## src/rtl/kbd_mailbox_map.vh

```
/*
  Port offsets, field positions, reset values and fixed codes of the
  keyboard command mailbox.
  Assumes inclusion by bare name from rtl/ files.
*/
`ifndef KBD_MAILBOX_MAP_VH
`define KBD_MAILBOX_MAP_VH

// ==========================================================
// Port offsets on the host I/O bus
`define PORT_DATA 8'h60
`define PORT_CTRL 8'h64
`define PORT_DRIVER_IN 8'h68
`define PORT_CMD_OUT 8'h69
`define PORT_CMD_CLEAR 8'h6A

// ==========================================================
// Fixed codes and reset values
`define ACK_CODE 8'hFA
`define BYTE_RESET 8'h00

// ==========================================================
// Status bits returned by a read of the controller port
`define STAT_OUT_FULL 0
`define STAT_CMD_WAIT 1
`define STAT_CMD_POSTED 2
`define STAT_LAST_CTRL 3
`define STAT_INHIBIT 4
`define STAT_SCAN_BACKLOG 5

`endif

```

## src/rtl/two_entry_buffer.v

```verilog
/*
  Two-entry buffer with valid/ready on both sides.
  Assumes single clock, asynchronous active-high reset.
*/
`timescale 1ns/1ps
`default_nettype none

module two_entry_buffer #(
  parameter WIDTH = 8
) (
  input wire clk_sys,
  input wire rst,
  input wire in_valid,
  output reg in_ready_ff,
  input wire [WIDTH-1:0] in_data,
  output reg out_valid_ff,
  input wire out_ready,
  output wire [WIDTH-1:0] out_data
);

  reg [WIDTH-1:0] slot0_ff;
  reg [WIDTH-1:0] slot1_ff;
  reg wr_ptr_ff;
  reg rd_ptr_ff;
  reg [1:0] count_ff;
  reg [1:0] nxt_count;
  wire push;
  wire pop;

  // ==========================================================
  // Handshakes
  assign push = in_valid & in_ready_ff;
  assign pop = out_valid_ff & out_ready;
  assign out_data = rd_ptr_ff ? slot1_ff : slot0_ff;

  // Occupancy after this cycle
  always @* begin
    nxt_count = count_ff;
    if (push & ~pop) begin
      nxt_count = count_ff + 2'd1;
    end else if (pop & ~push) begin
      nxt_count = count_ff - 2'd1;
    end
  end

  // Storage, pointers and registered flags
  always @(posedge clk_sys or posedge rst) begin
    if (rst) begin
      slot0_ff <= {WIDTH{1'b0}};
      slot1_ff <= {WIDTH{1'b0}};
      wr_ptr_ff <= 1'b0;
      rd_ptr_ff <= 1'b0;
      count_ff <= 2'd0;
      in_ready_ff <= 1'b1;
      out_valid_ff <= 1'b0;
    end else begin
      if (push) begin
        if (wr_ptr_ff) begin
          slot1_ff <= in_data;
        end else begin
          slot0_ff <= in_data;
        end
        wr_ptr_ff <= ~wr_ptr_ff;
      end
      if (pop) begin
        rd_ptr_ff <= ~rd_ptr_ff;
      end
      count_ff <= nxt_count;
      in_ready_ff <= (nxt_count != 2'd2); // Honest full
      out_valid_ff <= (nxt_count != 2'd0); // Honest empty
    end
  end

endmodule // two_entry_buffer

`default_nettype wire

```

## src/rtl/keyboard_command_mailbox.v

```verilog
/*
  Port-mapped keyboard mailbox between host processor and keyboard
  controller: data/status ports, driver input, command-out and clear.
  Assumes host I/O strobes are one-cycle pulses on clk_sys; the keylock
  switch is asynchronous.
*/
// What this block does
// - A scan code from the driver port is loaded into the output buffer, raising its irq.
// - Every command byte is acknowledged by placing FA in the data port.
// - With the ack, or at the freeing clear if command-out is busy, a command goes to command-out unless one already waits, with a low irq pulse latching irq.
// - A clear-port write drops the latched command irq and frees command-out, unless a waiting command is posted in its place.
// - The clear-port write is signalled on the completion-sense output.
// - The controller port takes controller commands on write and returns status on read.
// - While keylock inhibits, responses still return but scan codes are dropped.
`timescale 1ns/1ps
`default_nettype none
`include "kbd_mailbox_map.vh"

module keyboard_command_mailbox #(
  parameter DATA_W = 8
) (
  input wire clk_sys,
  input wire rst,
  input wire [7:0] io_addr,
  input wire io_wr,
  input wire io_rd,
  input wire [DATA_W-1:0] io_wdata,
  output reg [DATA_W-1:0] io_rdata_ff,
  output reg io_rvalid_ff,
  output reg driver_port_ready_ff,
  input wire keylock_inhibit,
  output reg output_buffer_irq_ff,
  output reg link_command_irq_ff,
  output reg command_irq_pulse_n_ff,
  output reg host_done_sense_ff,
  output reg [DATA_W-1:0] ctrl_command_ff,
  output reg ctrl_command_strobe_ff
);

  // ==========================================================
  // Declarations
  reg inhibit_meta_ff;
  reg inhibit_sync_ff;
  reg [DATA_W-1:0] data_port_ff;
  reg [DATA_W-1:0] command_out_ff;
  reg [DATA_W-1:0] cmd_wait_ff;
  reg cmd_wait_valid_ff;
  reg last_ctrl_ff;
  wire wr_data;
  wire wr_ctrl;
  wire wr_driver;
  wire wr_clear;
  wire rd_data;
  wire scan_valid;
  wire scan_ready;
  wire buf_in_ready;
  wire buf_out_valid;
  wire [DATA_W-1:0] buf_out_data;
  wire buf_pop;
  wire post_cmd;
  wire [DATA_W-1:0] post_value;
  wire [DATA_W-1:0] status_byte;

  // Port decode helper
  function hit;
    input [7:0] addr;
    input [7:0] port;
    begin
      hit = (addr == port);
    end
  endfunction

  // ==========================================================
  // Keylock switch synchroniser
  always @(posedge clk_sys or posedge rst) begin
    if (rst) begin
      inhibit_meta_ff <= 1'b0;
      inhibit_sync_ff <= 1'b0;
    end else begin
      inhibit_meta_ff <= keylock_inhibit;
      inhibit_sync_ff <= inhibit_meta_ff;
    end
  end

  // ==========================================================
  // Strobe decode
  assign wr_data = io_wr & hit(io_addr, `PORT_DATA);
  assign wr_ctrl = io_wr & hit(io_addr, `PORT_CTRL);
  assign wr_driver = io_wr & hit(io_addr, `PORT_DRIVER_IN);
  assign wr_clear = io_wr & hit(io_addr, `PORT_CMD_CLEAR);
  assign rd_data = io_rd & hit(io_addr, `PORT_DATA);

  // Scan codes dropped at the door while locked
  assign scan_valid = wr_driver & ~inhibit_sync_ff;

  // ==========================================================
  // Scan code buffer; drains only into an empty output buffer
  two_entry_buffer #(
    .WIDTH(DATA_W)
  ) u_scan_buffer (
    .clk_sys(clk_sys),
    .rst(rst),
    .in_valid(scan_valid),
    .in_ready_ff(buf_in_ready),
    .in_data(io_wdata),
    .out_valid_ff(buf_out_valid),
    .out_ready(scan_ready),
    .out_data(buf_out_data)
  );

  // An ack or a still-unread byte holds the buffer back
  assign scan_ready = ~output_buffer_irq_ff & ~wr_data;
  assign buf_pop = buf_out_valid & scan_ready;

  // Ready toward the driver, registered
  always @(posedge clk_sys or posedge rst) begin
    if (rst) begin
      driver_port_ready_ff <= 1'b0;
    end else begin
      driver_port_ready_ff <= buf_in_ready;
    end
  end

  // ==========================================================
  // Data port and output-buffer interrupt
  always @(posedge clk_sys or posedge rst) begin
    if (rst) begin
      data_port_ff <= `BYTE_RESET;
      output_buffer_irq_ff <= 1'b0;
    end else begin
      if (wr_data) begin
        data_port_ff <= `ACK_CODE;
        output_buffer_irq_ff <= 1'b1;
      end else if (buf_pop) begin
        data_port_ff <= buf_out_data;
        output_buffer_irq_ff <= 1'b1;
      end else if (rd_data) begin
        output_buffer_irq_ff <= 1'b0;
      end
    end
  end

  // ==========================================================
  // Command posting: one byte waits while command-out is occupied
  assign post_cmd = (wr_data | cmd_wait_valid_ff) & (~link_command_irq_ff | wr_clear) &
    ~(wr_data & cmd_wait_valid_ff);
  assign post_value = cmd_wait_valid_ff ? cmd_wait_ff : io_wdata;

  // Waiting command slot
  always @(posedge clk_sys or posedge rst) begin
    if (rst) begin
      cmd_wait_ff <= `BYTE_RESET;
      cmd_wait_valid_ff <= 1'b0;
    end else begin
      if (post_cmd & cmd_wait_valid_ff) begin
        cmd_wait_valid_ff <= 1'b0;
      end else if (wr_data & ~post_cmd & ~cmd_wait_valid_ff) begin
        cmd_wait_ff <= io_wdata;
        cmd_wait_valid_ff <= 1'b1;
      end
    end
  end

  // Command-out port, pulse and latched interrupt
  always @(posedge clk_sys or posedge rst) begin
    if (rst) begin
      command_out_ff <= `BYTE_RESET;
      command_irq_pulse_n_ff <= 1'b1;
      link_command_irq_ff <= 1'b0;
      host_done_sense_ff <= 1'b0;
    end else begin
      command_irq_pulse_n_ff <= ~post_cmd;
      host_done_sense_ff <= wr_clear;
      if (post_cmd) begin
        command_out_ff <= post_value;
        link_command_irq_ff <= 1'b1;
      end else if (wr_clear) begin
        link_command_irq_ff <= 1'b0;
      end
    end
  end

  // ==========================================================
  // Controller command port
  always @(posedge clk_sys or posedge rst) begin
    if (rst) begin
      ctrl_command_ff <= `BYTE_RESET;
      ctrl_command_strobe_ff <= 1'b0;
      last_ctrl_ff <= 1'b0;
    end else begin
      ctrl_command_strobe_ff <= wr_ctrl;
      if (wr_ctrl) begin
        ctrl_command_ff <= io_wdata;
        last_ctrl_ff <= 1'b1;
      end else if (wr_data) begin
        last_ctrl_ff <= 1'b0;
      end
    end
  end

  // Status byte of the controller port
  assign status_byte = {{(DATA_W-6){1'b0}},
    buf_out_valid,
    inhibit_sync_ff,
    last_ctrl_ff,
    link_command_irq_ff,
    cmd_wait_valid_ff,
    output_buffer_irq_ff};

  // ==========================================================
  // Read data, one cycle after the strobe
  always @(posedge clk_sys or posedge rst) begin
    if (rst) begin
      io_rdata_ff <= `BYTE_RESET;
      io_rvalid_ff <= 1'b0;
    end else begin
      io_rvalid_ff <= io_rd;
      if (io_rd) begin
        case (io_addr)
          `PORT_DATA: io_rdata_ff <= data_port_ff;
          `PORT_CTRL: io_rdata_ff <= status_byte;
          `PORT_CMD_OUT: io_rdata_ff <= command_out_ff;
          default: io_rdata_ff <= `BYTE_RESET;
        endcase
      end
    end
  end

endmodule // keyboard_command_mailbox

`default_nettype wire

```

## config.mk

```make
export PLATFORM = sky130hd
export DESIGN_NAME = keyboard_command_mailbox
export DESIGN_NICKNAME = d
export VERILOG_FILES = /design/src/rtl/two_entry_buffer.v /design/src/rtl/keyboard_command_mailbox.v
export VERILOG_INCLUDE_DIRS = /design/src /design/src/rtl
export SDC_FILE = /design/constraint.sdc
export NUM_CORES = 1
export LEC_CHECK = 0
export BUFFER_PORTS_ARGS = -buffer_cell sky130_fd_sc_hd__buf_2
export CAP_MARGIN = 10
export CORE_MARGIN = 2
export CORE_UTILIZATION = 30
export DETAILED_ROUTE_END_ITERATION = 8
export GPL_ROUTABILITY_DRIVEN = 0
export PLACE_DENSITY = 0.53
export SLEW_MARGIN = 0
export SYNTH_ARGS = -nofsm -noshare
export SYNTH_HDL_FRONTEND = slang
export SYNTH_SLANG_ARGS = --single-unit
```

## constraint.sdc

```tcl
create_clock -name clk_sys -period 4.8 [get_ports clk_sys]
set_input_delay 0.96 -clock clk_sys [delete_from_list [all_inputs] [get_ports clk_sys]]
set_output_delay 0.96 -clock clk_sys [all_outputs]
set_load 0.03 [all_outputs]
```

# Word-level counts from Yosys, hierarchy flattened
# Index checks and enable logic that the tools add are counted.
op_classes:
  reduce_logical: 9
  bitwise_logic: 31
  n_addsub: 2
  n_eq_ne: 6
  muxes: 16
op_table:
  columns: ["cell", "n"]
  rows:
  - ["$eq A8 B7 Y1 const B", 5]
  - ["$mux W8", 4]
  - ["$pmux W8 S3", 1]
  - ["$and A1 B1 Y1", 17]
  - ["$not A1 Y1", 12]
  - ["$reduce_bool A2 Y1", 5]
  - ["$mux W1", 9]
  - ["$reduce_and A2 Y1", 3]
  - ["$mux W2", 2]
  - ["$reduce_bool A3 Y1", 1]
  - ["$add A2 B1 Y2 const B", 1]
  - ["$ne A2 B2 Y1 const B", 1]
  - ["$or A1 B1 Y1", 2]
  - ["$sub A2 B1 Y2 const B", 1]
totals:
  in_bits: 21
  output_inout_bits: 23
  elab_cells: 87
  reg_bits: 73

# Logic depth before layout (Yosys ltp)
# Gate-level depths: netlist of run 1.
logic_depth:
  word_depth: 10
  ltp_mapped: 6
  depth_no_buf: 4

# Cells and area by module
# A second synthesis of run 1 with hierarchy kept.
hier_totals:
  hier_cells: 254
  hier_area_um2: 3329.4
by_module_without_submodules:
  columns: ["module", "seq_area_each_um2", "n_inst", "cells_per_inst", "area_per_inst_um2"]
  rows:
  - ["keyboard_command_mailbox", 1277.5, 1, 182, 2313.5]
  - ["two_entry_buffer", 551.8, 1, 72, 1016.0]

# Least setup slack after synthesis of run 1
# No wires, ideal clock.
synth_path:
  path_type: "in2reg"
  start: "input port io_addr[1]"
  end: "register cmd_wait_ff[0]"
  setup_ps: 125
  path_buffers: 0
  required_time_ps: 4675
  arrival_time_ps: 2262
  path_slack_ps: 2414
  cell_stages: 4
  cell_sequence: "nor4_4 -> nand3_2 -> nor3_4 -> mux2_2"
synth_via:
  elab_chain_len: 9
  word_cells_on_any_way: 16
  classes_between: "eq/ne: 2; bitwise: 13; reduce/logical: 1"
synth_lines:
  columns: ["element", "line", "source"]
  rows:
  - ["start: declaration", "keyboard_command_mailbox.v:24", "input wire [7:0] io_addr,"]
  - ["$eq A8 B7 Y1", "keyboard_command_mailbox.v:69", "hit = (addr == port);"]
  - ["$and A1 B1 Y1, on equally long branches", "keyboard_command_mailbox.v:87, keyboard_command_mailbox.v:90", null]
  - ["$or A1 B1 Y1 or $and A1 B1 Y1 (tied branches)", "keyboard_command_mailbox.v:145, keyboard_command_mailbox.v:146", null]
  - ["$and A1 B1 Y1 or $not A1 Y1 (tied branches)", "keyboard_command_mailbox.v:145, keyboard_command_mailbox.v:146", null]
  - ["$and A1 B1 Y1", "keyboard_command_mailbox.v:145", "assign post_cmd = (wr_data | cmd_wait_valid_ff) & (~link_command_irq_ff | wr_clear) &"]
  - ["$not A1 Y1", "keyboard_command_mailbox.v:157", "end else if (wr_data & ~post_cmd & ~cmd_wait_valid_ff) begin"]
  - ["$and A1 B1 Y1 (2 in series)", "keyboard_command_mailbox.v:157", null]
  - ["$reduce_and A2 Y1 (no line) (*)", null, null]
  - ["end signal: assignment", "keyboard_command_mailbox.v:152", "cmd_wait_ff <= `BYTE_RESET;"]
  - ["end signal: assignment", "keyboard_command_mailbox.v:158", "cmd_wait_ff <= io_wdata;"]
  - ["end: declaration", "keyboard_command_mailbox.v:46", "reg [DATA_W-1:0] cmd_wait_ff;"]
# Every way passes the cells marked *; elsewhere a longest branch is shown, timed or not.
# A chain may end at the register's enable or synchronous reset.

# Worst setup path in the final report of run 1
layout_path:
  start: "input port io_addr[6]"
  end: "register u_scan_buffer.in_ready_ff"
layout_via:
  elab_chain_len: 9
  word_cells_on_any_way: 16
  classes_between: "eq/ne: 3; mux: 2; bitwise: 11"
layout_lines:
  columns: ["element", "line", "source"]
  rows:
  - ["$eq A8 B7 Y1", "keyboard_command_mailbox.v:69", null]
  - ["$and A1 B1 Y1, on equally long branches", "keyboard_command_mailbox.v:87, keyboard_command_mailbox.v:89", null]
  - ["$not A1 Y1 or $and A1 B1 Y1 (tied branches)", "keyboard_command_mailbox.v:112, keyboard_command_mailbox.v:94", null]
  - ["$and A1 B1 Y1, on equally long branches", "keyboard_command_mailbox.v:112, two_entry_buffer.v:32", null]
  - ["$and A1 B1 Y1 or $not A1 Y1 (tied branches)", "two_entry_buffer.v:33, two_entry_buffer.v:41", null]
  - ["$and A1 B1 Y1 or $not A1 Y1 (tied branches)", "two_entry_buffer.v:41, two_entry_buffer.v:39", null]
  - ["$mux W2 or $and A1 B1 Y1 (tied branches)", "two_entry_buffer.v:41, two_entry_buffer.v:39", null]
  - ["$mux W2 (*)", "two_entry_buffer.v:39", "if (push & ~pop) begin"]
  - ["$ne A2 B2 Y1 (*)", "two_entry_buffer.v:69", "in_ready_ff <= (nxt_count != 2'd2);"]
  - ["end signal: assignment", "two_entry_buffer.v:69", null]
  - ["end: declaration", "two_entry_buffer.v:14", "output reg in_ready_ff,"]
# Marked as above.

==> tab_implementation.tex, run 1 <==
\begin{tabular}{lr}
\hline
Metric & Value \\
\hline
\multicolumn{2}{l}{\textbf{Clock network}} \\
\quad Number of buffers added by the clock tree synthesis step & 9 \\
\quad Master cell of the clock root buffer & sky130\_fd\_sc\_hd\_\_clkbuf\_8 \\
\quad Clock sink total & 73 \\
\quad CTS Buffer Depth & 2 \\
\quad Deepest level of the CTS H-tree & 3 \\
\quad Number of hold-repair buffers added at the cts stage & 0 \\
\quad Skew-Pair Late Insertion Delay & between 0.3 and 0.4 ns \\
\quad Clock tree from TritonCTS & done \\
\quad Post-CTS Setup Repair Bufs & 0 \\
\quad Post-cts resize count & 0 \\
\quad Clock-pin slew on the worst setup and hold paths & 0.08 ns \\
\multicolumn{2}{l}{\textbf{Worst setup path}} \\
\quad Type of element capturing the critical path & register \\
\quad Setup crit start kind & input port \\
\quad Critical Path Fanout Max & 12 \\
\quad Critical path data arrival time & 2.84 ns \\
\quad Worst reg-to-reg path cell count & 4 \\
\quad Type of the setup path with the least slack & input port to register \\
\quad Required time of the critical path & 5.04 ns \\
\multicolumn{2}{l}{\textbf{Detailed routing}} \\
\quad Total wirelength of the detailed-routed design & between 7000 and 8000 µm \\
\quad Drt first pass iters & 4 \\
\quad Via count & 2,107 \\
\quad Post-route DRC violation count & 0 \\
\quad Ratio of routed vias to standard cells & a little under 5 \\
\quad Iteration-0 DRC Markers & 43 \\
\quad Detail Route Antenna Nets & 0 \\
\quad Average detailed-routed wire length per instance & 16.13 µm \\
\multicolumn{2}{l}{\textbf{Hold path}} \\
\quad Count of cells along the worst hold path & 0 \\
\quad Type of the most critical hold path & register to register \\
\multicolumn{2}{l}{\textbf{Global route}} \\
\quad Remaining global-route overflow & 0 \\
\quad Global-route usage over all layers & 0.1303 \\
\quad Pin count of the biggest net entering global routing & $\sim$40 \\
\quad Number of antenna violations at the first check in global routing & 0 \\
\quad Global-route wire length before repair & around 11,000 µm \\
\quad Number of global-route vias before repair & $\sim$2,100 \\
\multicolumn{2}{l}{\textbf{Synth}} \\
\quad Synth cell types & 42 \\
\quad Portion of the post-synthesis area used by sequential elements & 0.5645 \\
\quad Post-synth ARST share & 1.000 \\
\quad Most common flop cell mapped by yosys & sky130\_fd\_sc\_hd\_\_dfrtp\_1 \\
\quad Area of the mapped netlist & about 3200 µm² \\
\quad Average cell area after synthesis & around 13 µm² \\
\quad Post-synth net total & 268 \\
\quad Number of synthesized flops with an enable pin & 0 \\
\quad Cells after synthesis & 247 \\
\quad Register bit total from synthesis & 73 \\
\quad Yosys warning total & 0 \\
\multicolumn{2}{l}{\textbf{Die}} \\
\quad Die Ht & approximately 110 µm \\
\quad Core Box Area & 10,420 µm² \\
\quad Initial Utilization & 0.3111 \\
\quad Horizontal die dimension & 107.9 µm \\
\quad IO Pins & 44 \\
\quad Number of rows created at floorplan & 37 \\
\quad Die area & between 10,000 and 15,000 µm² \\
\multicolumn{2}{l}{\textbf{Flow run}} \\
\quad Max-cap viol count & 0 \\
\multicolumn{2}{l}{\textbf{Layout}} \\
\quad Number of filler cells placed in the layout & between 1,000 and 1,500 \\
\quad Number of nets at the end of the flow & between 300 and 400 \\
\quad Area growth from synthesis to layout & 17.61\% \\
\quad Final design area excluding fillers & between 3000 and 4000 µm² \\
\quad Non-filler cells, final & 436 \\
\quad Commonest non-fill, non-tap cell in the layout & sky130\_fd\_sc\_hd\_\_dfrtp\_1 \\
\quad Commonest cells after routing, fill and taps aside & 71 x sky130\_fd\_sc\_hd\_\_dfrtp\_1, 48 x sky130\_fd\_sc\_hd\_\_mux2\_2, 43 x sky130\_fd\_sc\_hd\_\_buf\_2 \\
\quad Inserted Diodes & 0 \\
\quad Fraction of final layout cells sized beyond drive strength 1 & 0.3967 \\
\multicolumn{2}{l}{\textbf{Timing}} \\
\quad Final critical-path required period & around 2.6 ns \\
\quad Maximum clock skew at final layout & 0.008824 ns \\
\quad Normalized max-slew margin & 0.2888 \\
\quad Max-slew violation count & 0 \\
\quad Fraction of the cycle the final worst path needs & 0.5422 \\
\quad Hold Fails Final Rpt & 0 \\
\quad Setup WS post-layout & between 2 and 2.5 ns \\
\quad Setup violators final & 0 \\
\quad Upper clock frequency limit & just under 400 MHz \\
\quad Unrepaired setup endpoints after global routing & false \\
\quad Slew at the pin closest to its max-slew limit & 1.062 ns \\
\quad Final-layout setup total negative slack & 0 ns \\
\multicolumn{2}{l}{\textbf{Power and ir drop}} \\
\quad Sequential share of power & 0.522 \\
\quad Sw Share & 0.2754 \\
\quad Power Internal & 1.023 mW \\
\quad Fraction of power consumed by the clock network & 0.342 \\
\quad PD cells & about 370 nW/µm² \\
\quad Lkg Pwr & between 1.5 and 2 nW \\
\quad Combinational power share & 0.137 \\
\quad Net switching power figure & roughly 0.4 mW \\
\quad Maximum vdd ir drop & about 0.14 mV \\
\multicolumn{2}{l}{\textbf{Place}} \\
\quad Detail Placement HPWL & approximately 4900 µm \\
\quad Port Buf Inserts & 43 \\
\quad Number of placed instances, taps included & 420 \\
\quad Post-placement worst setup slack & between 1.5 and 2 ns \\
\quad Area of placed instances & around 3600 µm² \\
\multicolumn{2}{l}{\textbf{Outcome}} \\
\quad Run status & completed \\
\hline
\end{tabular}
flip-flops by register name, indices dropped and copies added, names as in the netlist, 2 cells and up:
register / count
cmd_wait_ff: 8
command_out_ff: 8
ctrl_command_ff: 8
data_port_ff: 8
io_rdata_ff: 8
u_scan_buffer.count_ff: 2
u_scan_buffer.slot0_ff: 8
u_scan_buffer.slot1_ff: 8
worst max-delay path, cell delays in order:
cell and delay, ns:
sky130_fd_sc_hd__buf_2 0.10, sky130_fd_sc_hd__nor4bb_1 0.13, sky130_fd_sc_hd__buf_4 0.17, sky130_fd_sc_hd__a31oi_1 0.85
sky130_fd_sc_hd__xnor2_1 0.29, sky130_fd_sc_hd__a221oi_1 0.33
per-stage QoR:
stage | power, mW | util | hold WS (ns)
6_report | 1.411 | 0.3659 | 0.3531
5_1_grt | 1.485 | 0.3659 | 0.3734
4_1_cts | 1.432 | 0.3659 | 0.3584
3_5_place_dp | 0.9400 | 0.3469 | 0.3402
3_3_place_gp | 0.9359 | 0.3469 | 0.3362
2_1_floorplan | 0.8771 | - | 0.3312
per-layer routing:
layer | track usage | up-vias | wire (µm)
met2 | 0.1959 | 43 | 3134
met5 | 0 | - | 0
met4 | 0.05220 | 0 | 89
met3 | 0.02532 | 11 | 253
li1 | - | 1005 | -
met1 | 0.1849 | 1048 | 3556
final cells by class:
class / instances / area, µm² / area share
clock buffers: 11 / 141.4 / 0.03710
clock inverters: 5 / 56.30 / 0.01477
inverters: 14 / 52.55 / 0.01379
multi-input cells: 151 / 1324 / 0.3473
flip-flops and latches: 73 / 1829 / 0.4800
well taps: 136 / 170.2 / 0.04465
repair buffers: 46 / 237.7 / 0.06238
worst paths after layout:
path	startpoint	to	slack [ns]
worst max-delay path	io_addr[6]	u_scan_buffer.in_ready_ff	2.20
worst min-delay path	inhibit_meta_ff	inhibit_sync_ff	0.35
worst max register to register	output_buffer_irq_ff	u_scan_buffer.in_ready_ff	2.60
worst min register to register	inhibit_meta_ff	inhibit_sync_ff	0.35
max in group asynchronous	rst	command_irq_pulse_n_ff	3.04
min in group asynchronous	rst	u_scan_buffer.out_valid_ff	0.74
cells by family (layout without fill, tap and decap cells):
| group | Yosys count | after routing | share of synthesized area |
|---|---|---|---|
| flops | 73 | 73 | 0.5645 |
| mux | 63 | 63 | 0.2131 |
| simple gates | 47 | 47 | 0.09576 |
| compound gates | 36 | 36 | 0.08417 |
| buf+inv | 23 | 76 | 0.02895 |
| xor+xnor | 5 | 5 | 0.01352 |
Yosys cell counts, types with 2 or more instances:
master	n	area, µm²
sky130_fd_sc_hd__nor3_1	2	10.01
sky130_fd_sc_hd__a2bb2oi_1	13	113.9
sky130_fd_sc_hd__mux2i_1	15	150.1
sky130_fd_sc_hd__clkbuf_1	4	15.01
sky130_fd_sc_hd__a22oi_1	2	15.01
sky130_fd_sc_hd__nand2b_1	3	18.77
sky130_fd_sc_hd__nor3b_1	3	22.52
sky130_fd_sc_hd__dfstp_2	2	52.55
sky130_fd_sc_hd__nand4bb_1	3	33.78
sky130_fd_sc_hd__nand3_1	4	20.02
sky130_fd_sc_hd__nand3_2	2	20.02
sky130_fd_sc_hd__and2_1	2	12.51
sky130_fd_sc_hd__nor2_1	5	18.77
sky130_fd_sc_hd__o21ai_0	2	10.01
sky130_fd_sc_hd__buf_2	3	15.01
sky130_fd_sc_hd__nand4_1	3	18.77
sky130_fd_sc_hd__nand2_1	9	33.78
sky130_fd_sc_hd__xor2_1	2	17.52
sky130_fd_sc_hd__nor4_1	2	12.51
sky130_fd_sc_hd__mux2_2	48	540.5
sky130_fd_sc_hd__nor2b_1	3	18.77
sky130_fd_sc_hd__dfrtp_1	71	1777
sky130_fd_sc_hd__xnor2_1	3	26.28
sky130_fd_sc_hd__o22ai_1	10	62.56
sky130_fd_sc_hd__inv_1	14	52.55
power by group through the flow:
stage / combinational [mW] / sequential, mW / clock, mW
floorplan: 0.149 / 0.728 / 0
global route: 0.212 / 0.745 / 0.528
CTS: 0.194 / 0.736 / 0.502
finish: 0.193 / 0.736 / 0.483
detailed placement: 0.194 / 0.746 / 0
global placement: 0.189 / 0.747 / 0
Note: power is estimated with default switching activity, not from simulation.
==> run 2, diff against run 1 <==
==> constraint.sdc (replaced) <==
create_clock -name clk_sys -period 2.56 [get_ports clk_sys]
set_input_delay 0.512 -clock clk_sys [delete_from_list [all_inputs] [get_ports clk_sys]]
set_output_delay 0.512 -clock clk_sys [all_outputs]
set_load 0.03 [all_outputs]
==> run 2 against run 1 <==
Effect of this change:
- count of clock-buffer cells in the layout unchanged
- combinational power up 88%
- first-iteration DRC count up 79%
- die area unchanged
- non-clock buffer count up 5
- worst hold slack worse by 0.10 ns
- sequential power up 89%
- cell count up 1.1%
- critical path depth unchanged
- via count up 1.3%
- cell area up 3.3%
- critical path type unchanged
==> tab_implementation.tex, run 2 (synthesis results as in run 1) <==
\begin{tabular}{lr}
\hline
Metric & Value \\
\hline
\multicolumn{2}{l}{\textbf{Outcome}} \\
\quad Run status & completed \\
\multicolumn{2}{l}{\textbf{Hold path}} \\
\quad Type of the most critical hold path & input port to async pin \\
\multicolumn{2}{l}{\textbf{Die}} \\
\quad Die Ht & 107.9 µm (unchanged) \\
\quad Core Box Area & 10,420 µm² (unchanged) \\
\quad Initial Utilization & 0.3111 (unchanged) \\
\quad Number of rows created at floorplan & 37 (unchanged) \\
\quad Horizontal die dimension & 107.9 µm (unchanged) \\
\quad Die area & 11,650 µm² (unchanged) \\
\quad IO Pins & 44 (unchanged) \\
\multicolumn{2}{l}{\textbf{Worst setup path}} \\
\quad Required time of the critical path & 2.79 ns (-2.25 ns) \\
\quad Longest individual stage delay on the worst path & 0.46 ns (-0.39 ns) \\
\quad Cell type of the slowest stage on the worst timing path & sky130\_fd\_sc\_hd\_\_nor4\_4 \\
\quad Type of the setup path with the least slack & input port to register \\
\quad Critical Path Fanout Max & 11 (-1) \\
\quad Critical path data arrival time & 2.12 ns (-0.72 ns) \\
\quad Setup crit start kind & input port \\
\quad Worst reg-to-reg path cell count & 5 (+1) \\
\quad Critical R2R Capture & u\_scan\_buffer.slot1\_ff[0] \\
\quad Crit Reg-Reg Startpoint & u\_scan\_buffer.in\_ready\_ff \\
\quad Setup slack, reg-to-reg & 0.77 ns (-1.83 ns) \\
\quad Ordered cell list for the critical path & buf\_2, nor4\_4, nand3\_2, nor3\_4, buf\_4, mux2\_2 \\
\quad Type of element capturing the critical path & register \\
\multicolumn{2}{l}{\textbf{Power and ir drop}} \\
\quad Combinational power share & 0.124 (-0.013) \\
\quad Power Internal & 2.197 mW (+110\%) \\
\quad PD cells & 745.3 nW/µm² (+100\%) \\
\quad Fraction of power consumed by the clock network & 0.403 (+0.061) \\
\quad Net switching power figure & 0.7364 mW (+89\%) \\
\quad Maximum vdd ir drop & 0.3204 mV (+130\%) \\
\quad Sw Share & 0.2510 (-0.02439) \\
\quad Lkg Pwr & 1.904 nW (+3.4\%) \\
\quad Sequential share of power & 0.473 (-0.049) \\
\multicolumn{2}{l}{\textbf{Clock network}} \\
\quad Clock tree from TritonCTS & done \\
\quad Number of buffers added by the clock tree synthesis step & 9 (unchanged) \\
\quad Master cell of the clock root buffer & sky130\_fd\_sc\_hd\_\_clkbuf\_8 \\
\quad Clock-pin slew on the worst setup and hold paths & 0.07 ns (about the same) \\
\quad Deepest level of the CTS H-tree & 3 (unchanged) \\
\quad Post-CTS Setup Repair Bufs & 0 (unchanged) \\
\quad Post-cts resize count & 0 (unchanged) \\
\quad Clock sink total & 73 (unchanged) \\
\quad Number of hold-repair buffers added at the cts stage & 0 (unchanged) \\
\quad Skew-Pair Late Insertion Delay & 0.36 ns (+0.03 ns) \\
\quad CTS Buffer Depth & 2 (unchanged) \\
\multicolumn{2}{l}{\textbf{Timing}} \\
\quad Maximum clock skew at final layout & 0.01263 ns (+0.003806 ns) \\
\quad Normalized max-slew margin & 0.4302 (+0.1415) \\
\quad Slew at the pin closest to its max-slew limit & 0.8482 ns (-0.2138 ns) \\
\quad Final critical-path required period & about 1.9 ns \\
\quad Upper clock frequency limit & $\sim$530 MHz \\
\quad Fraction of the cycle the final worst path needs & 0.7388 \\
\quad Max-slew violation count & 0 (unchanged) \\
\quad Setup violators final & 0 (unchanged) \\
\quad Final-layout setup total negative slack & 0 ns (unchanged) \\
\quad Hold Fails Final Rpt & 0 (unchanged) \\
\quad Unrepaired setup endpoints after global routing & false \\
\multicolumn{2}{l}{\textbf{Detailed routing}} \\
\quad Drt first pass iters & 4 (unchanged) \\
\quad Detail Route Antenna Nets & 0 (unchanged) \\
\quad Average detailed-routed wire length per instance & 16.20 µm (+0.40\%) \\
\quad Total wirelength of the detailed-routed design & 7143 µm (+1.5\%) \\
\quad Via count & 2,135 (+1.3\%) \\
\quad Iteration-0 DRC Markers & 77 (+79\%) \\
\quad Post-route DRC violation count & 0 (unchanged) \\
\quad Ratio of routed vias to standard cells & 4.841 (+0.18\%) \\
\multicolumn{2}{l}{\textbf{Flow run}} \\
\quad Max-cap viol count & 0 (unchanged) \\
\multicolumn{2}{l}{\textbf{Place}} \\
\quad Number of placed instances, taps included & 425 (+1.2\%) \\
\quad Detail Placement HPWL & 4958 µm (+0.33\%) \\
\quad Port Buf Inserts & 43 (unchanged) \\
\multicolumn{2}{l}{\textbf{Layout}} \\
\quad Commonest cells after routing, fill and taps aside & 71 x sky130\_fd\_sc\_hd\_\_dfrtp\_1, 48 x sky130\_fd\_sc\_hd\_\_mux2\_2, 43 x sky130\_fd\_sc\_hd\_\_buf\_2 \\
\quad Non-filler cells, final & 441 (+1.1\%) \\
\quad Number of nets at the end of the flow & 321 (+1.6\%) \\
\quad Commonest non-fill, non-tap cell in the layout & sky130\_fd\_sc\_hd\_\_dfrtp\_1 \\
\quad Area growth from synthesis to layout & 21.47\% \\
\quad Fraction of final layout cells sized beyond drive strength 1 & 0.4033 (+0.006612) \\
\quad Inserted Diodes & 0 (unchanged) \\
\multicolumn{2}{l}{\textbf{Global route}} \\
\quad Global-route usage over all layers & 0.1377 (+0.007378) \\
\quad Number of antenna violations at the first check in global routing & 0 (unchanged) \\
\quad Number of global-route vias before repair & 2,196 (+4.3\%) \\
\quad Global-route wire length before repair & 12,030 µm (+5.1\%) \\
\quad Remaining global-route overflow & 0 (unchanged) \\
\quad Pin count of the biggest net entering global routing & 27 (-34\%) \\
\hline
\end{tabular}
[run 2: final cells by class]
class                   instances  area, µm²
clock buffers                  11      131.4
clock inverters                 5      128.9
fillers                      1027       6480
inverters                      14      52.55
multi-input cells             151       1324
flip-flops and latches         73       1829
well taps                     136      170.2
repair buffers                 51      300.3
[run 2: per-layer routing]
layer | up-vias | global-route usage | share of wire
met5 | - | 0 | 0
met4 | 0 | 0.06319 | 0.022
met3 | 14 | 0.03376 | 0.043
met2 | 48 | 0.1990 | 0.43
met1 | 1064 | 0.1944 | 0.51
li1 | 1009 | - | -
[run 2: worst max-delay path by stage]
| stage | slack [ns] | startpoint | to |
|---|---|---|---|
| final | 0.67 | io_addr[2] | cmd_wait_ff[5] |
| after global routing | 0.58 | io_addr[2] | cmd_wait_ff[7] |
| after CTS | 0.69 | io_addr[2] | cmd_wait_ff[5] |
| after detailed placement | 0.33 | io_addr[2] | cmd_wait_ff[3] |
| after global placement | 0.34 | io_addr[2] | cmd_wait_ff[3] |
| after floorplan | 0.20 | rst | cmd_wait_ff[0] |
[run 2: power groups by stage]
stage,Clock [mW],Combinational [mW],Sequential (mW)
after floorplan,0,0.279,1.37
after CTS,1.22,0.369,1.39
final,1.18,0.362,1.39
after global routing,1.27,0.404,1.41
after global placement,0,0.364,1.41
after detailed placement,0,0.368,1.41
[run 2: metrics by stage]
| stage | total power [mW] | area, µm² | utilization | hold slack [ns] | worst slack, ns |
|---|---|---|---|---|---|
| final | 2.934 | 3936 | 0.3779 | 0.2503 | 0.6687 |
| after floorplan | 1.645 | 3241 | - | 0.3312 | 0.1980 |
| after global placement | 1.778 | 3676 | 0.3529 | 0.3384 | 0.3395 |
| after CTS | 2.975 | 3936 | 0.3779 | 0.2566 | 0.6851 |
| after detailed placement | 1.777 | 3676 | 0.3529 | 0.3542 | 0.3290 |
| after global routing | 3.088 | 3936 | 0.3779 | 0.2566 | 0.5788 |
[run 2: critical path: cells and delay by family]
kind | cells | cell delay (ns)
AND/OR/NAND/NOR | 3 | 0.87
multiplexers | 1 | 0.35
buffers and inverters | 2 | 0.39
==> run 3, diff against run 2 <==
--- a/config.mk
+++ b/config.mk
@@ -12,7 +12,7 @@
 export CORE_UTILIZATION = 30
 export DETAILED_ROUTE_END_ITERATION = 8
 export GPL_ROUTABILITY_DRIVEN = 0
-export PLACE_DENSITY = 0.53
+export PLACE_DENSITY = 0.55
 export SLEW_MARGIN = 0
 export SYNTH_ARGS = -nofsm -noshare
 export SYNTH_HDL_FRONTEND = slang
==> constraint.sdc (replaced) <==
create_clock -name clk_sys -period 1.6 [get_ports clk_sys]
set_input_delay 0.32 -clock clk_sys [delete_from_list [all_inputs] [get_ports clk_sys]]
set_output_delay 0.32 -clock clk_sys [all_outputs]
set_load 0.03 [all_outputs]
==> run 3 against run 2 <==
Effect of this change:
- largest cell class unchanged
- via count increased by 3.7%
- the flow now finishes with violations (negative setup slack)
- power increased by 55%
- worst hold slack got worse by 0.16 ns
- highest routed layer unchanged
==> tab_implementation.tex, run 3 (synthesis results as in run 1) <==
\begin{tabular}{lr}
\hline
Metric & Value \\
\hline
\multicolumn{2}{l}{\textbf{Outcome}} \\
\quad Run status & finished, violations left \\
\quad Failing checks & negative setup slack \\
\multicolumn{2}{l}{\textbf{Timing}} \\
\quad Final-layout setup total negative slack & -2.448 ns (-2.448 ns) \\
\quad Upper clock frequency limit & around 570 MHz \\
\quad Maximum clock skew at final layout & 0.008779 ns (-0.003850 ns) \\
\quad Fraction of the cycle the final worst path needs & 1.100 \\
\quad Normalized max-slew margin & 0.6640 (+0.2338) \\
\quad Final critical-path required period & around 1.8 ns \\
\quad Slew at the pin closest to its max-slew limit & 0.5039 ns (-0.3442 ns) \\
\quad Hold Fails Final Rpt & 0 (unchanged) \\
\quad Unrepaired setup endpoints after global routing & true \\
\quad Max-slew violation count & 0 (unchanged) \\
\quad Setup WS post-layout & -0.1601 ns (-0.8288 ns) \\
\quad Setup violators final & 20 (+20) \\
\multicolumn{2}{l}{\textbf{Global route}} \\
\quad Remaining global-route overflow & 0 (unchanged) \\
\quad Number of global-route vias before repair & 2,317 (+5.5\%) \\
\quad Global-route usage over all layers & 0.1382 (+0.0004900) \\
\quad Pin count of the biggest net entering global routing & 44 (+63\%) \\
\quad Global-route wire length before repair & 12,280 µm (+2.1\%) \\
\quad Number of antenna violations at the first check in global routing & 0 (unchanged) \\
\multicolumn{2}{l}{\textbf{Worst setup path}} \\
\quad Required time of the critical path & 1.82 ns (-0.97 ns) \\
\quad Critical Path Fanout Max & 8 (-3) \\
\quad Type of the setup path with the least slack & register to register \\
\quad Critical path data arrival time & 1.98 ns (-0.14 ns) \\
\quad Type of element capturing the critical path & register \\
\quad Setup crit start kind & register \\
\multicolumn{2}{l}{\textbf{Layout}} \\
\quad Number of nets at the end of the flow & 344 (+7.2\%) \\
\quad Fraction of final layout cells sized beyond drive strength 1 & 0.4756 (+0.07233) \\
\quad Area growth from synthesis to layout & 29.88\% \\
\quad Commonest cells after routing, fill and taps aside & 71 x sky130\_fd\_sc\_hd\_\_dfrtp\_1, 47 x sky130\_fd\_sc\_hd\_\_mux2\_2, 43 x sky130\_fd\_sc\_hd\_\_buf\_2 \\
\quad Number of filler cells placed in the layout & 1,007 (-1.9\%) \\
\quad Inserted Diodes & 0 (unchanged) \\
\quad Final standard cell utilization of the core & 0.4041 (+0.02619) \\
\quad Commonest non-fill, non-tap cell in the layout & sky130\_fd\_sc\_hd\_\_dfrtp\_1 \\
\multicolumn{2}{l}{\textbf{Detailed routing}} \\
\quad Via count & 2,214 (+3.7\%) \\
\quad Iteration-0 DRC Markers & 104 (+35\%) \\
\quad Average detailed-routed wire length per instance & 16.01 µm (-1.1\%) \\
\quad Drt first pass iters & 4 (unchanged) \\
\quad Detail Route Antenna Nets & 0 (unchanged) \\
\quad Total wirelength of the detailed-routed design & 7430 µm (+4.0\%) \\
\quad Ratio of routed vias to standard cells & 4.772 (-1.4\%) \\
\quad Post-route DRC violation count & 0 (unchanged) \\
\multicolumn{2}{l}{\textbf{Clock network}} \\
\quad Number of buffers added by the clock tree synthesis step & 9 (unchanged) \\
\quad CTS Buffer Depth & 2 (unchanged) \\
\quad Clock tree from TritonCTS & done \\
\quad Clock sink total & 73 (unchanged) \\
\quad Deepest level of the CTS H-tree & 3 (unchanged) \\
\quad Skew-Pair Late Insertion Delay & 0.34 ns (-0.02 ns) \\
\quad Clock-pin slew on the worst setup and hold paths & 0.08 ns (about the same) \\
\quad Master cell of the clock root buffer & sky130\_fd\_sc\_hd\_\_clkbuf\_8 \\
\multicolumn{2}{l}{\textbf{Die}} \\
\quad Number of rows created at floorplan & 37 (unchanged) \\
\quad Die area & 11,650 µm² (unchanged) \\
\quad Core Box Area & 10,420 µm² (unchanged) \\
\quad Horizontal die dimension & 107.9 µm (unchanged) \\
\quad IO Pins & 44 (unchanged) \\
\quad Die Ht & 107.9 µm (unchanged) \\
\quad Initial Utilization & 0.3111 (unchanged) \\
\multicolumn{2}{l}{\textbf{Power and ir drop}} \\
\quad PD cells & 1080 nW/µm² (+45\%) \\
\quad Pwr Total & 4.547 mW (+55\%) \\
\quad Maximum vdd ir drop & 0.4887 mV (+53\%) \\
\quad Lkg Pwr & 2.024 nW (+6.3\%) \\
\multicolumn{2}{l}{\textbf{Place}} \\
\quad Detail Placement HPWL & 5137 µm (+3.6\%) \\
\quad Port Buf Inserts & 43 (unchanged) \\
\multicolumn{2}{l}{\textbf{Flow run}} \\
\quad Max-cap viol count & 0 (unchanged) \\
\multicolumn{2}{l}{\textbf{Hold path}} \\
\quad Type of the most critical hold path & input port to register \\
\hline
\end{tabular}
## run 3: cell count changes in the layout (fill, tap and decap cells not counted), moves of 2 or more
cell,change
sky130_fd_sc_hd__buf_4,+16
sky130_fd_sc_hd__clkinvlp_4,+5
sky130_fd_sc_hd__xnor2_1,-2
sky130_fd_sc_hd__nor3b_2,+3
sky130_fd_sc_hd__bufinv_16,-2
sky130_fd_sc_hd__nor3b_1,-3
sky130_fd_sc_hd__clkbuf_1,-2
sky130_fd_sc_hd__xnor2_4,+2
sky130_fd_sc_hd__buf_12,+2
sky130_fd_sc_hd__buf_6,+4
## run 3: final timing paths
| path | end | depth (start not counted) | slack (ns) | start |
|---|---|---|---|---|
| max in group asynchronous | cmd_wait_ff[0] | 4 | 0.56 | rst |
| worst min-delay path | inhibit_meta_ff | 1 | 0.09 | keylock_inhibit |
| min in group asynchronous | u_scan_buffer.count_ff[1] | 3 | 0.47 | rst |
| worst min register to register | inhibit_sync_ff | 0 | 0.35 | inhibit_meta_ff |
| worst max-delay path | u_scan_buffer.slot0_ff[1] | 5 | -0.16 | u_scan_buffer.in_ready_ff |
| worst max register to register | u_scan_buffer.slot0_ff[1] | 5 | -0.16 | u_scan_buffer.in_ready_ff |
## run 3: area by class of cell
cell class	count	area [µm²]	area share
Multi-Input combinational cell	151	1419	0.3371
Tap cell	136	170.2	0.04043
Timing Repair Buffer	74	515.5	0.1225
Inverter	14	56.30	0.01338
Sequential cell	73	1829	0.4346
Clock inverter	7	95.09	0.02259
Clock buffer	9	123.9	0.02943
## run 3: metrics by stage
step	cell area (µm²)	std cells	worst slack, ns	hold WS (ns)
6_report	4209	464	-0.1601	0.08565
5_1_grt	4209	464	-0.2438	0.06770
4_1_cts	4175	464	-0.1877	0.06391
3_5_place_dp	3852	444	-0.2902	0.2904
3_3_place_gp	3852	444	-0.2816	0.2880
2_1_floorplan	3263	247	-0.09473	0.3312
## run 3: critical path, cell delays in order (launching register included)
cell and delay, ns:
sky130_fd_sc_hd__dfstp_2 0.53, sky130_fd_sc_hd__nand4bb_1 0.14, sky130_fd_sc_hd__nor4_2 0.26, sky130_fd_sc_hd__nor2b_1 0.18
sky130_fd_sc_hd__buf_4 0.19, sky130_fd_sc_hd__mux2_2 0.35
## run 3: routing by layer
metal / GRT usage / share of wire / vias to the layer above / routed length (µm)
met3: 0.03134 / 0.039 / 7 / 290
met1: 0.1968 / 0.49 / 1102 / 3631
met4: 0.04304 / 0.0082 / 0 / 61
met2: 0.2098 / 0.46 / 47 / 3446
met5: 0 / 0 / - / 0
li1: - / - / 1058 / -
## run 3: timing repair
action	CTS	global route
hold endpoints to repair	8	0
setup endpoints to repair	20	21
gates resized for setup	13	5
setup buffers	3	0
pin swaps	4	2
hold buffers	1	0
## run 3: report_power, final
part	internal (mW)	switching [mW]
combinational	0.385	0.341
clock	0.874	0.720
sequential	2.02	0.211
